--- config.mk ---
export PLATFORM = sky130hd
export DESIGN_NAME = dlpoc_regs
export DESIGN_NICKNAME = d
export VERILOG_FILES = /design/src/pkg/dlpoc_pkg.sv /design/src/design/dlpoc_thermo_decode.sv /design/src/design/dlpoc_regs.sv
export SDC_FILE = /design/constraint.sdc
export NUM_CORES = 1
export LEC_CHECK = 0
export BUFFER_PORTS_ARGS = -buffer_cell sky130_fd_sc_hd__buf_4
export CAP_MARGIN = 20
export CORE_MARGIN = 2
export CORE_UTILIZATION = 50
export CTS_CLUSTER_DIAMETER = 40
export CTS_CLUSTER_SIZE = 24
export DETAILED_ROUTE_END_ITERATION = 8
export PLACE_DENSITY = 0.82
export SYNTH_ARGS = -nofsm -noshare
export SYNTH_HDL_FRONTEND = slang
export SYNTH_SLANG_ARGS = --single-unit
--- constraint.sdc ---
create_clock -name MCLK_I -period 2.4 [get_ports MCLK_I]
set_clock_uncertainty 0.05 [all_clocks]
set_input_delay 0.24 -clock MCLK_I [delete_from_list [all_inputs] [get_ports MCLK_I]]
set_output_delay 0.24 -clock MCLK_I [all_outputs]
set_load 0.01 [all_outputs]
--- src/pkg/dlpoc_pkg.sv ---
package dlpoc_pkg;
  // register offsets
  localparam logic [4:0] DLPOC_DELAY_LOOP_CONTROL_ADDR = 5'h08;
  localparam logic [4:0] DLPOC_SYNTH_DIVIDER_CONFIG_ADDR = 5'h09;
  localparam logic [4:0] DLPOC_DELAY_LOOP_TUNING_ADDR = 5'h0A;
  localparam logic [4:0] DLPOC_SYNTH_OSC_TUNING_ADDR = 5'h0B;
  localparam logic [4:0] DLPOC_OFFSET_STROBE_CHAN_A_HIGH_ADDR = 5'h0C;
  localparam logic [4:0] DLPOC_CHAN_A_OFFSET_LOW_ADDR = 5'h0D;
  localparam logic [4:0] DLPOC_OUT_SELECT_CHAN_B_HIGH_ADDR = 5'h0E;
  localparam logic [4:0] DLPOC_CHAN_B_OFFSET_LOW_ADDR = 5'h0F;
  localparam logic [7:0] DLPOC_REG_RESET = 8'h00;
  // field positions
  localparam int DLPOC_RELOCK_BIT = 3;
  localparam int DLPOC_MULT_LSB = 3;
  localparam int DLPOC_MULT_W = 5;
  localparam int DLPOC_REFDIV_W = 3;
  localparam int DLPOC_TRIM_LSB = 4;
  localparam int DLPOC_TRIM_W = 4;
  localparam int DLPOC_INVCLK_BIT = 3;
  localparam int DLPOC_BIAS_W = 3;
  localparam int DLPOC_CLAMP_BIT = 7;
  localparam int DLPOC_HALF_BIT = 6;
  localparam int DLPOC_GAIN_LSB = 4;
  localparam int DLPOC_GAIN_W = 2;
  localparam int DLPOC_RANGE_W = 4;
  localparam int DLPOC_STROBE_BIT = 5;
  localparam int DLPOC_HIGH_W = 5;
  localparam int DLPOC_SEL_LSB = 5;
  localparam int DLPOC_OFFSET_W = 13;
  // serial output source codes
  localparam logic [2:0] DLPOC_SEL_SYNTH_LOCK = 3'h1;
  localparam logic [2:0] DLPOC_SEL_DLOOP_LOCK = 3'h2;
  localparam logic [2:0] DLPOC_SEL_PATTERN_ERR = 3'h3;
  localparam logic [2:0] DLPOC_SEL_BUFFER_ERR = 3'h4;
  localparam logic [2:0] DLPOC_SEL_SELF_CHECK = 3'h5;
endpackage

--- src/design/dlpoc_thermo_decode.sv ---
// thermometer code to power-of-two ratio; invalid codes flagged
module dlpoc_thermo_decode #(
  parameter int W = 5
) (
  input wire logic [W-1:0] code_i,
  output logic [W:0] ratio_o,
  output logic valid_o
);
  always_comb begin
    ratio_o = '0;
    valid_o = 1'b0;
    for (int k = 0; k <= W; k++) begin
      if (code_i == W'((1 << k) - 1)) begin
        ratio_o = (W+1)'(1 << k);
        valid_o = 1'b1;
      end
    end
  end
endmodule

--- src/design/dlpoc_regs.sv ---
// What this block does
// - relock bit set: filter zero, delay centred
// - relock bit cleared: start acquiring lock
// - setting relock clears delay-loop locked flag
// - feedback multiplier thermometer coded, others invalid
// - reference divider thermometer coded, others invalid
// - skew trim signed 5-degree steps around 90
// - invert bit inverts internal delay-loop clock
// - clamp bit holds synth filter at zero
// - half-rate bit halves oscillator output clock
// - oscillator range with gain sets VCO bias
// - strobe rising edge loads both channel offsets
// - offset strobe never clears itself
// - offset split high five, low eight bits
// - source select routes status onto serial pin
// - three-pin mode multiplexes status onto pin
// - four-pin mode status select overrides read data
module dlpoc_regs
  import dlpoc_pkg::*;
(
  input wire logic MCLK_I,
  input wire logic RST_I,
  input wire logic WR_EN_I,
  input wire logic RD_EN_I,
  input wire logic [4:0] ADDR_I,
  input wire logic [7:0] WDATA_I,
  output logic [7:0] RDATA_O,
  output logic RHIT_O,
  input wire logic FOUR_PIN_MODE_I,
  input wire logic SERIAL_READ_BIT_I,
  input wire logic SYNTH_LOCK_I,
  input wire logic DLOOP_LOCK_RAW_I,
  input wire logic PATTERN_ERR_I,
  input wire logic BUFFER_ERR_I,
  input wire logic SELF_CHECK_ERR_I,
  output logic SERIAL_DATA_OUT_PIN_O,
  output logic SERIAL_OVERRIDE_O,
  output logic DLOOP_LOCKED_O,
  output logic DLOOP_FILTER_CLEAR_O,
  output logic DLOOP_DELAY_CENTRE_O,
  output logic DLOOP_ACQUIRE_O,
  output logic DLOOP_CLK_INVERT_O,
  output logic [3:0] DLOOP_TRIM_O,
  output logic [2:0] DLOOP_BIAS_O,
  output logic [5:0] SYNTH_MULT_O,
  output logic SYNTH_MULT_VALID_O,
  output logic [3:0] SYNTH_REFDIV_O,
  output logic SYNTH_REFDIV_VALID_O,
  output logic SYNTH_FILTER_CLAMP_O,
  output logic OSC_HALF_RATE_O,
  output logic [1:0] OSC_GAIN_O,
  output logic [3:0] OSC_RANGE_O,
  output logic [12:0] CHAN_A_OFFSET_O,
  output logic [12:0] CHAN_B_OFFSET_O
);
  logic [7:0] dctl_reg, sdiv_reg, dtun_reg, sosc_reg;
  logic [7:0] ahi_reg, alo_reg, bhi_reg, blo_reg;
  logic strobe_d_reg;
  logic dlock_s1_reg, dlock_s2_reg, dlocked_reg;
  logic [4:0] st_s1_reg, st_s2_reg;
  logic [5:0] mult_next;
  logic [3:0] refdiv_next;
  logic mult_ok, refdiv_ok, sel_bit_next, status_sel;
  logic [2:0] src_sel;

  ////////////////////////////////////////////////////////////////////////
  // register writes
  always_ff @(posedge MCLK_I) begin
    if (RST_I) begin
      dctl_reg <= DLPOC_REG_RESET;
      sdiv_reg <= DLPOC_REG_RESET;
      dtun_reg <= DLPOC_REG_RESET;
      sosc_reg <= DLPOC_REG_RESET;
      ahi_reg <= DLPOC_REG_RESET;
      alo_reg <= DLPOC_REG_RESET;
      bhi_reg <= DLPOC_REG_RESET;
      blo_reg <= DLPOC_REG_RESET;
    end else if (WR_EN_I) begin
      // strobe is only host-written, never cleared here
      unique case (ADDR_I)
        DLPOC_DELAY_LOOP_CONTROL_ADDR: dctl_reg <= WDATA_I;
        DLPOC_SYNTH_DIVIDER_CONFIG_ADDR: sdiv_reg <= WDATA_I;
        DLPOC_DELAY_LOOP_TUNING_ADDR: dtun_reg <= WDATA_I;
        DLPOC_SYNTH_OSC_TUNING_ADDR: sosc_reg <= WDATA_I;
        DLPOC_OFFSET_STROBE_CHAN_A_HIGH_ADDR: ahi_reg <= WDATA_I;
        DLPOC_CHAN_A_OFFSET_LOW_ADDR: alo_reg <= WDATA_I;
        DLPOC_OUT_SELECT_CHAN_B_HIGH_ADDR: bhi_reg <= WDATA_I;
        DLPOC_CHAN_B_OFFSET_LOW_ADDR: blo_reg <= WDATA_I;
        default: ;
      endcase
    end
  end

  ////////////////////////////////////////////////////////////////////////
  // register reads, one cycle latency
  always_ff @(posedge MCLK_I) begin
    if (RST_I) begin
      RDATA_O <= 8'h00;
      RHIT_O <= 1'b0;
    end else begin
      RHIT_O <= 1'b0;
      RDATA_O <= 8'h00;
      if (RD_EN_I) begin
        RHIT_O <= (ADDR_I[4:3] == 2'h1);
        unique case (ADDR_I)
          DLPOC_DELAY_LOOP_CONTROL_ADDR: RDATA_O <= dctl_reg;
          DLPOC_SYNTH_DIVIDER_CONFIG_ADDR: RDATA_O <= sdiv_reg;
          DLPOC_DELAY_LOOP_TUNING_ADDR: RDATA_O <= dtun_reg;
          DLPOC_SYNTH_OSC_TUNING_ADDR: RDATA_O <= sosc_reg;
          DLPOC_OFFSET_STROBE_CHAN_A_HIGH_ADDR: RDATA_O <= ahi_reg;
          DLPOC_CHAN_A_OFFSET_LOW_ADDR: RDATA_O <= alo_reg;
          DLPOC_OUT_SELECT_CHAN_B_HIGH_ADDR: RDATA_O <= bhi_reg;
          DLPOC_CHAN_B_OFFSET_LOW_ADDR: RDATA_O <= blo_reg;
          default: RDATA_O <= 8'h00;
        endcase
      end
    end
  end

  ////////////////////////////////////////////////////////////////////////
  // delay loop control; restart pairing and reserved zeros are host duties
  always_ff @(posedge MCLK_I) begin
    if (RST_I) begin
      DLOOP_FILTER_CLEAR_O <= 1'b0;
      DLOOP_DELAY_CENTRE_O <= 1'b0;
      DLOOP_ACQUIRE_O <= 1'b0;
      DLOOP_CLK_INVERT_O <= 1'b0;
      DLOOP_TRIM_O <= 4'h0;
      DLOOP_BIAS_O <= 3'h0;
    end else begin
      DLOOP_FILTER_CLEAR_O <= dctl_reg[DLPOC_RELOCK_BIT];
      DLOOP_DELAY_CENTRE_O <= dctl_reg[DLPOC_RELOCK_BIT];
      DLOOP_ACQUIRE_O <= !dctl_reg[DLPOC_RELOCK_BIT];
      DLOOP_CLK_INVERT_O <= dtun_reg[DLPOC_INVCLK_BIT];
      // signed trim: 1000 is -8 steps (50 deg), 0111 is +7 (125 deg)
      DLOOP_TRIM_O <= dtun_reg[DLPOC_TRIM_LSB +: DLPOC_TRIM_W];
      DLOOP_BIAS_O <= dtun_reg[DLPOC_BIAS_W-1:0];
    end
  end

  // lock input is from the loop's own clock domain, so synchronise first
  always_ff @(posedge MCLK_I) begin
    if (RST_I) begin
      dlock_s1_reg <= 1'b0;
      dlock_s2_reg <= 1'b0;
      dlocked_reg <= 1'b0;
      DLOOP_LOCKED_O <= 1'b0;
    end else begin
      dlock_s1_reg <= DLOOP_LOCK_RAW_I;
      dlock_s2_reg <= dlock_s1_reg;
      dlocked_reg <= dlock_s2_reg && !dctl_reg[DLPOC_RELOCK_BIT];
      DLOOP_LOCKED_O <= dlock_s2_reg && !dctl_reg[DLPOC_RELOCK_BIT];
    end
  end

  ////////////////////////////////////////////////////////////////////////
  // synthesizer dividers and oscillator
  dlpoc_thermo_decode #(.W(DLPOC_MULT_W)) u_mult (
    .code_i(sdiv_reg[DLPOC_MULT_LSB +: DLPOC_MULT_W]),
    .ratio_o(mult_next),
    .valid_o(mult_ok)
  );

  dlpoc_thermo_decode #(.W(DLPOC_REFDIV_W)) u_refdiv (
    .code_i(sdiv_reg[DLPOC_REFDIV_W-1:0]),
    .ratio_o(refdiv_next),
    .valid_o(refdiv_ok)
  );

  always_ff @(posedge MCLK_I) begin
    if (RST_I) begin
      SYNTH_MULT_O <= 6'h01;
      SYNTH_MULT_VALID_O <= 1'b1;
      SYNTH_REFDIV_O <= 4'h1;
      SYNTH_REFDIV_VALID_O <= 1'b1;
      SYNTH_FILTER_CLAMP_O <= 1'b0;
      OSC_HALF_RATE_O <= 1'b0;
      OSC_GAIN_O <= 2'h0;
      OSC_RANGE_O <= 4'h0;
    end else begin
      SYNTH_MULT_O <= mult_next;
      SYNTH_MULT_VALID_O <= mult_ok;
      SYNTH_REFDIV_O <= refdiv_next;
      SYNTH_REFDIV_VALID_O <= refdiv_ok;
      SYNTH_FILTER_CLAMP_O <= sosc_reg[DLPOC_CLAMP_BIT];
      OSC_HALF_RATE_O <= sosc_reg[DLPOC_HALF_BIT];
      OSC_GAIN_O <= sosc_reg[DLPOC_GAIN_LSB +: DLPOC_GAIN_W];
      OSC_RANGE_O <= sosc_reg[DLPOC_RANGE_W-1:0];
    end
  end

  ////////////////////////////////////////////////////////////////////////
  // double-buffered offsets; level strobe would reload every cycle, so edge
  always_ff @(posedge MCLK_I) begin
    if (RST_I) begin
      strobe_d_reg <= 1'b0;
      CHAN_A_OFFSET_O <= 13'h0000;
      CHAN_B_OFFSET_O <= 13'h0000;
    end else begin
      strobe_d_reg <= ahi_reg[DLPOC_STROBE_BIT];
      if (ahi_reg[DLPOC_STROBE_BIT] && !strobe_d_reg) begin
        CHAN_A_OFFSET_O <= {ahi_reg[DLPOC_HIGH_W-1:0], alo_reg};
        CHAN_B_OFFSET_O <= {bhi_reg[DLPOC_HIGH_W-1:0], blo_reg};
      end
    end
  end

  ////////////////////////////////////////////////////////////////////////
  // serial output source mux
  always_ff @(posedge MCLK_I) begin
    if (RST_I) begin
      st_s1_reg <= 5'h00;
      st_s2_reg <= 5'h00;
    end else begin
      st_s1_reg <= {SELF_CHECK_ERR_I, BUFFER_ERR_I, PATTERN_ERR_I, 1'b0, SYNTH_LOCK_I};
      st_s2_reg <= st_s1_reg;
    end
  end

  assign src_sel = bhi_reg[DLPOC_SEL_LSB +: 3];

  always_comb begin
    status_sel = 1'b1;
    sel_bit_next = 1'b0;
    unique case (src_sel)
      DLPOC_SEL_SYNTH_LOCK: sel_bit_next = st_s2_reg[0];
      DLPOC_SEL_DLOOP_LOCK: sel_bit_next = dlocked_reg;
      DLPOC_SEL_PATTERN_ERR: sel_bit_next = st_s2_reg[2];
      DLPOC_SEL_BUFFER_ERR: sel_bit_next = st_s2_reg[3];
      DLPOC_SEL_SELF_CHECK: sel_bit_next = st_s2_reg[4];
      default: status_sel = 1'b0;
    endcase
  end

  // read bit comes from serial logic on this clock, no synchroniser
  always_ff @(posedge MCLK_I) begin
    if (RST_I) begin
      SERIAL_DATA_OUT_PIN_O <= 1'b0;
      SERIAL_OVERRIDE_O <= 1'b0;
    end else begin
      // either pin mode: status wins whenever selected
      SERIAL_DATA_OUT_PIN_O <= status_sel ? sel_bit_next : SERIAL_READ_BIT_I;
      SERIAL_OVERRIDE_O <= status_sel && FOUR_PIN_MODE_I;
    end
  end

  ////////////////////////////////////////////////////////////////////////
  // checks
  property p_relock_clears;
    @(posedge MCLK_I) disable iff (RST_I)
    dctl_reg[DLPOC_RELOCK_BIT] |=> !DLOOP_LOCKED_O;
  endproperty
  a_relock_clears: assert property (p_relock_clears) else $error("lock not cleared");

  property p_relock_hold;
    @(posedge MCLK_I) disable iff (RST_I)
    dctl_reg[DLPOC_RELOCK_BIT] |=>
      DLOOP_FILTER_CLEAR_O && DLOOP_DELAY_CENTRE_O && !DLOOP_ACQUIRE_O;
  endproperty
  a_relock_hold: assert property (p_relock_hold) else $error("relock hold wrong");

  property p_acquire;
    @(posedge MCLK_I) disable iff (RST_I)
    $fell(dctl_reg[DLPOC_RELOCK_BIT]) |=> DLOOP_ACQUIRE_O && !DLOOP_FILTER_CLEAR_O;
  endproperty
  a_acquire: assert property (p_acquire) else $error("no acquire");

  property p_mult_code;
    @(posedge MCLK_I) disable iff (RST_I)
    (sdiv_reg[7:3] == 5'h07) |=> (SYNTH_MULT_O == 6'h08) && SYNTH_MULT_VALID_O;
  endproperty
  a_mult_code: assert property (p_mult_code) else $error("multiplier decode wrong");

  property p_refdiv_bad;
    @(posedge MCLK_I) disable iff (RST_I)
    (sdiv_reg[2:0] == 3'h5) |=> !SYNTH_REFDIV_VALID_O;
  endproperty
  a_refdiv_bad: assert property (p_refdiv_bad) else $error("invalid divider accepted");

  property p_offset_load;
    @(posedge MCLK_I) disable iff (RST_I)
    $rose(ahi_reg[DLPOC_STROBE_BIT]) |=> CHAN_A_OFFSET_O == $past({ahi_reg[4:0], alo_reg});
  endproperty
  a_offset_load: assert property (p_offset_load) else $error("offset not loaded");

  property p_offset_hold;
    @(posedge MCLK_I) disable iff (RST_I)
    !(ahi_reg[DLPOC_STROBE_BIT] && !strobe_d_reg) |=> $stable(CHAN_B_OFFSET_O);
  endproperty
  a_offset_hold: assert property (p_offset_hold) else $error("offset changed w/o edge");

  property p_strobe_sticky;
    @(posedge MCLK_I) disable iff (RST_I)
    ahi_reg[DLPOC_STROBE_BIT] && !WR_EN_I |=> ahi_reg[DLPOC_STROBE_BIT];
  endproperty
  a_strobe_sticky: assert property (p_strobe_sticky) else $error("strobe self-cleared");

  property p_sel_dlock;
    @(posedge MCLK_I) disable iff (RST_I)
    (src_sel == DLPOC_SEL_DLOOP_LOCK) |=> SERIAL_DATA_OUT_PIN_O == $past(dlocked_reg);
  endproperty
  a_sel_dlock: assert property (p_sel_dlock) else $error("serial source wrong");

  property p_override;
    @(posedge MCLK_I) disable iff (RST_I)
    FOUR_PIN_MODE_I && (src_sel == DLPOC_SEL_BUFFER_ERR) |=> SERIAL_OVERRIDE_O;
  endproperty
  a_override: assert property (p_override) else $error("no override");
endmodule

==> out/qor.yml <==
cells_and_area:
  reg.largest.list: "CHAN_A_OFFSET_O: 13 flops, CHAN_B_OFFSET_O: 13 flops"
  area_delta_synth_final_pct: 27.1
  fillers: 787
  antenna_cells: 0
  drive_above_1_share_pct: 21.1
  layout.nets: 652
critical_path:
  cp_slowest_stage_delay_ns: 0.72
  critical_path.startpoint_type: "flop"
  critical_path.cell_chain: "nand2b_1 -> nand2_1 -> a21oi_1"
  worst_path_dominant_cell_family: "simple AND/OR/NAND/NOR gates"
  cpMaxStageDelayCell: "nand2b_1"
  crit_buf_inv: 0
  worstSetupPathType: "flop to flop"
  cp.depth: 3
  path_max_fanout: 26
  worst-r2r-cell-count: 3
  arrival_ns: 1.95
  end_kind: "flop"
  critPathRequiredTime_ns: 2.81
timing:
  setup_violations: 0
  period_minus_slack_ns: 1.55
  tightest_slew_ns: 0.921
  tns_ns: 0
  setup_ws_ns: 0.853
  final_max_slew_viol_count: 0
  fmax_mhz: 646
  hold_viol: 0
  fin_crit_sh_pct: 64.5
  rsz0062_at_grt: "false"
  slew-limit-headroom_pct: 38.6
synthesis:
  synth.cell_area_sq_um: 5270
  ys_types: 38
  synth-main-ff-cell: "dfxtp_1"
  yosysSeqAreaShare_pct: 54.4
  synthArstFlopShare_pct: 0
  synth_edf_count: 0
  ys_seq_elements: 143
  synth_fp_nets: 561
  yosysWarnings: 0
  synth_cells: 537
  syn_avg_cell_area_sq_um: 9.81
drt:
  wl_per_cell_um: 17.3
  via_count: 4223
  drc_errors: 0
  first_pass_iters: 7
  dr_wl_met2_mm: 6.71
  highest_layer: "met4"
  route.met3.wl_um: 761
  wirelength_mm: 13.4
  viasPerCell: 5.45
  drtAntennaViolNets: 0
  drt-initial-drc-count: 276
  wl_met1_mm: 5.55
power_and_ir_drop:
  p_leak_nw: 3.14
  switching_share_pct: 21.6
  p_per_area_nw_per_um2: 792
  power_frac_clock_pct: 50.9
  comb_power_share_pct: 3.7
  pwr-share-seq_pct: 45.4
  switching_power_w: 0.00115
  intPower_w: 0.00415
  ir_worst_vdd_mv: 0.555
floorplan:
  core-area_sq_um: 10300
  die_y_um: 107
  fp-row-count: 37
  die_area_sq_um: 11400
  ios: 93
  die_w_um: 107
  start_util_pct: 51.2
clock_tree:
  post_cts_resized: 0
  clk_path_buf_depth: 2
  cts.sinks: 143
  cts_tree: "yes"
  clk_latency_ns: 0.53
  cts_made_buffers: 17
  postCtsSetupBuffers: 0
  ctsHoldBuffers: 6
  clk_pin_slew_ns: 0.06
  root_buffer: "clkbuf_8"
  htreeDepth: 4
grt:
  grt_first_pass_wirelength_mm: 20.8
  grt_max_degree: 42
  overflow: 0
  grtUsageTotal_pct: 24.1
  antenna_found_initial: 0
  grt_pass1_vias: 4101
placed_design:
  globalplace.congestion: 0.961
  post-place-ws_ns: 0.524
  dp_hpwl_mm: 9.26
  portBuffers: 92
job:
  maxCapViolCount: 0
worst_hold_path:
  hp-class: "input port to flop"
  holdPathStages: 3
outcome:
  status: "finished, final reports clean"
==> final timing paths <==
kind	end	from	slack, ns
max	CHAN_B_OFFSET_O[0]$_SDFFE_PP0P_	strobe_d_reg$_SDFF_PP0_	0.85
min	SERIAL_DATA_OUT_PIN_O$_SDFF_PP0_	SERIAL_READ_BIT_I	0.07
max reg2reg	CHAN_B_OFFSET_O[0]$_SDFFE_PP0P_	strobe_d_reg$_SDFF_PP0_	0.85
min reg2reg	dlocked_reg$_SDFF_PP0_	dlock_s2_reg$_SDFF_PP0_	0.39
==> worst min-delay path: stages <==
cell and delay (ns):
buf_4 0.12, o211ai_1 0.17, a211oi_1 0.07
==> Yosys cell counts (2+ instances only) <==
library cell | number | share of area [%]
nor3_1 | 5 | 0.48
clkbuf_1 | 24 | 1.7
o22a_1 | 7 | 1.2
buf_4 | 2 | 0.29
and3_1 | 2 | 0.24
mux4_2 | 2 | 0.86
dfxtp_1 | 143 | 54
nor4bb_1 | 2 | 0.38
inv_1 | 21 | 1.5
nor2b_1 | 22 | 2.6
nor2_1 | 6 | 0.43
and2_1 | 10 | 1.2
a32oi_1 | 14 | 2.3
nand4b_1 | 2 | 0.33
nand2_1 | 136 | 9.7
buf_6 | 2 | 0.43
buf_2 | 3 | 0.29
a31oi_1 | 7 | 0.83
mux2i_1 | 79 | 15
a21oi_1 | 28 | 2.7
nor3b_1 | 2 | 0.29
nand3_2 | 2 | 0.38
==> cells by family (layout without fill, tap and decap cells) <==
group	Yosys count	after routing	synth area share, %
AOI/OAI and AO/OA	61	61	7.67
buffers and inverters	55	157	4.44
DFF	143	143	54.4
muxes	82	82	16.4
and+or+nand+nor	196	196	17.2
==> cells in the final DEF (no fill, tap or decap), types with 2 or more instances in the layout <==
| master | count |
|---|---|
| dfxtp_1 | 143 |
| nand2_1 | 136 |
| buf_4 | 99 |
| mux2i_1 | 79 |
| a21oi_1 | 28 |
| nor2b_1 | 22 |
| inv_1 | 21 |
| clkbuf_16 | 16 |
| a32oi_1 | 14 |
| and2_1 | 10 |
| o22a_1 | 7 |
| a31oi_1 | 7 |
| nor2_1 | 6 |
| dlygate4sd3_1 | 6 |
| nor3_1 | 5 |
| clkinv_4 | 4 |
| bufinv_16 | 4 |
| clkinvlp_4 | 3 |
| nor4bb_1 | 2 |
| nand3_2 | 2 |
| nand4b_1 | 2 |
| nor3b_1 | 2 |
| and3_1 | 2 |
| mux4_2 | 2 |
==> stage by stage <==
stage | utilization [%] | hold slack (ns) | power, W | std cells | area [sq um]
final | 65.1 | 0.0657 | 0.00530 | 775 | 6690
after global routing | 65.1 | 0.0650 | 0.00543 | 775 | 6690
after CTS | 65.1 | 0.0591 | 0.00531 | 775 | 6690
after detailed placement | 58.7 | 0.378 | 0.00264 | 739 | 6030
after global placement | 58.7 | 0.365 | 0.00264 | 739 | 6030
after floorplan | - | 0.264 | 0.00257 | 537 | 5270
==> power by group through the flow <==
stage                     Sequential (W)  Combinational [W]  Clock, W
after floorplan                  0.00246           0.000110         0
after global placement           0.00246           0.000179         0
after detailed placement         0.00246           0.000185         0
after CTS                        0.00241           0.000193   0.00271
after global routing             0.00241           0.000209   0.00282
final                            0.00241           0.000197   0.00270
==> layer usage <==
metal  GRT usage, %  vias to the layer above
met1           28.5                     2014
met4           10.8                        0
li1               -                     2003
met5              0                        -
met3           6.32                       36
met2           40.9                      170
==> final cells by class <==
| cell class | instances | area, sq um | area share (%) |
|---|---|---|---|
| Tap cell | 136 | 170 | 2.54 |
| Inverter | 22 | 82.6 | 1.23 |
| Clock buffer | 17 | 414 | 6.19 |
| Sequential cell | 143 | 2860 | 42.8 |
| Multi-Input combinational cell | 339 | 2170 | 32.4 |
| Clock inverter | 13 | 191 | 2.86 |
| Timing Repair Buffer | 105 | 803 | 12.0 |
No activity file was read; power rests on OpenSTA's default activity.
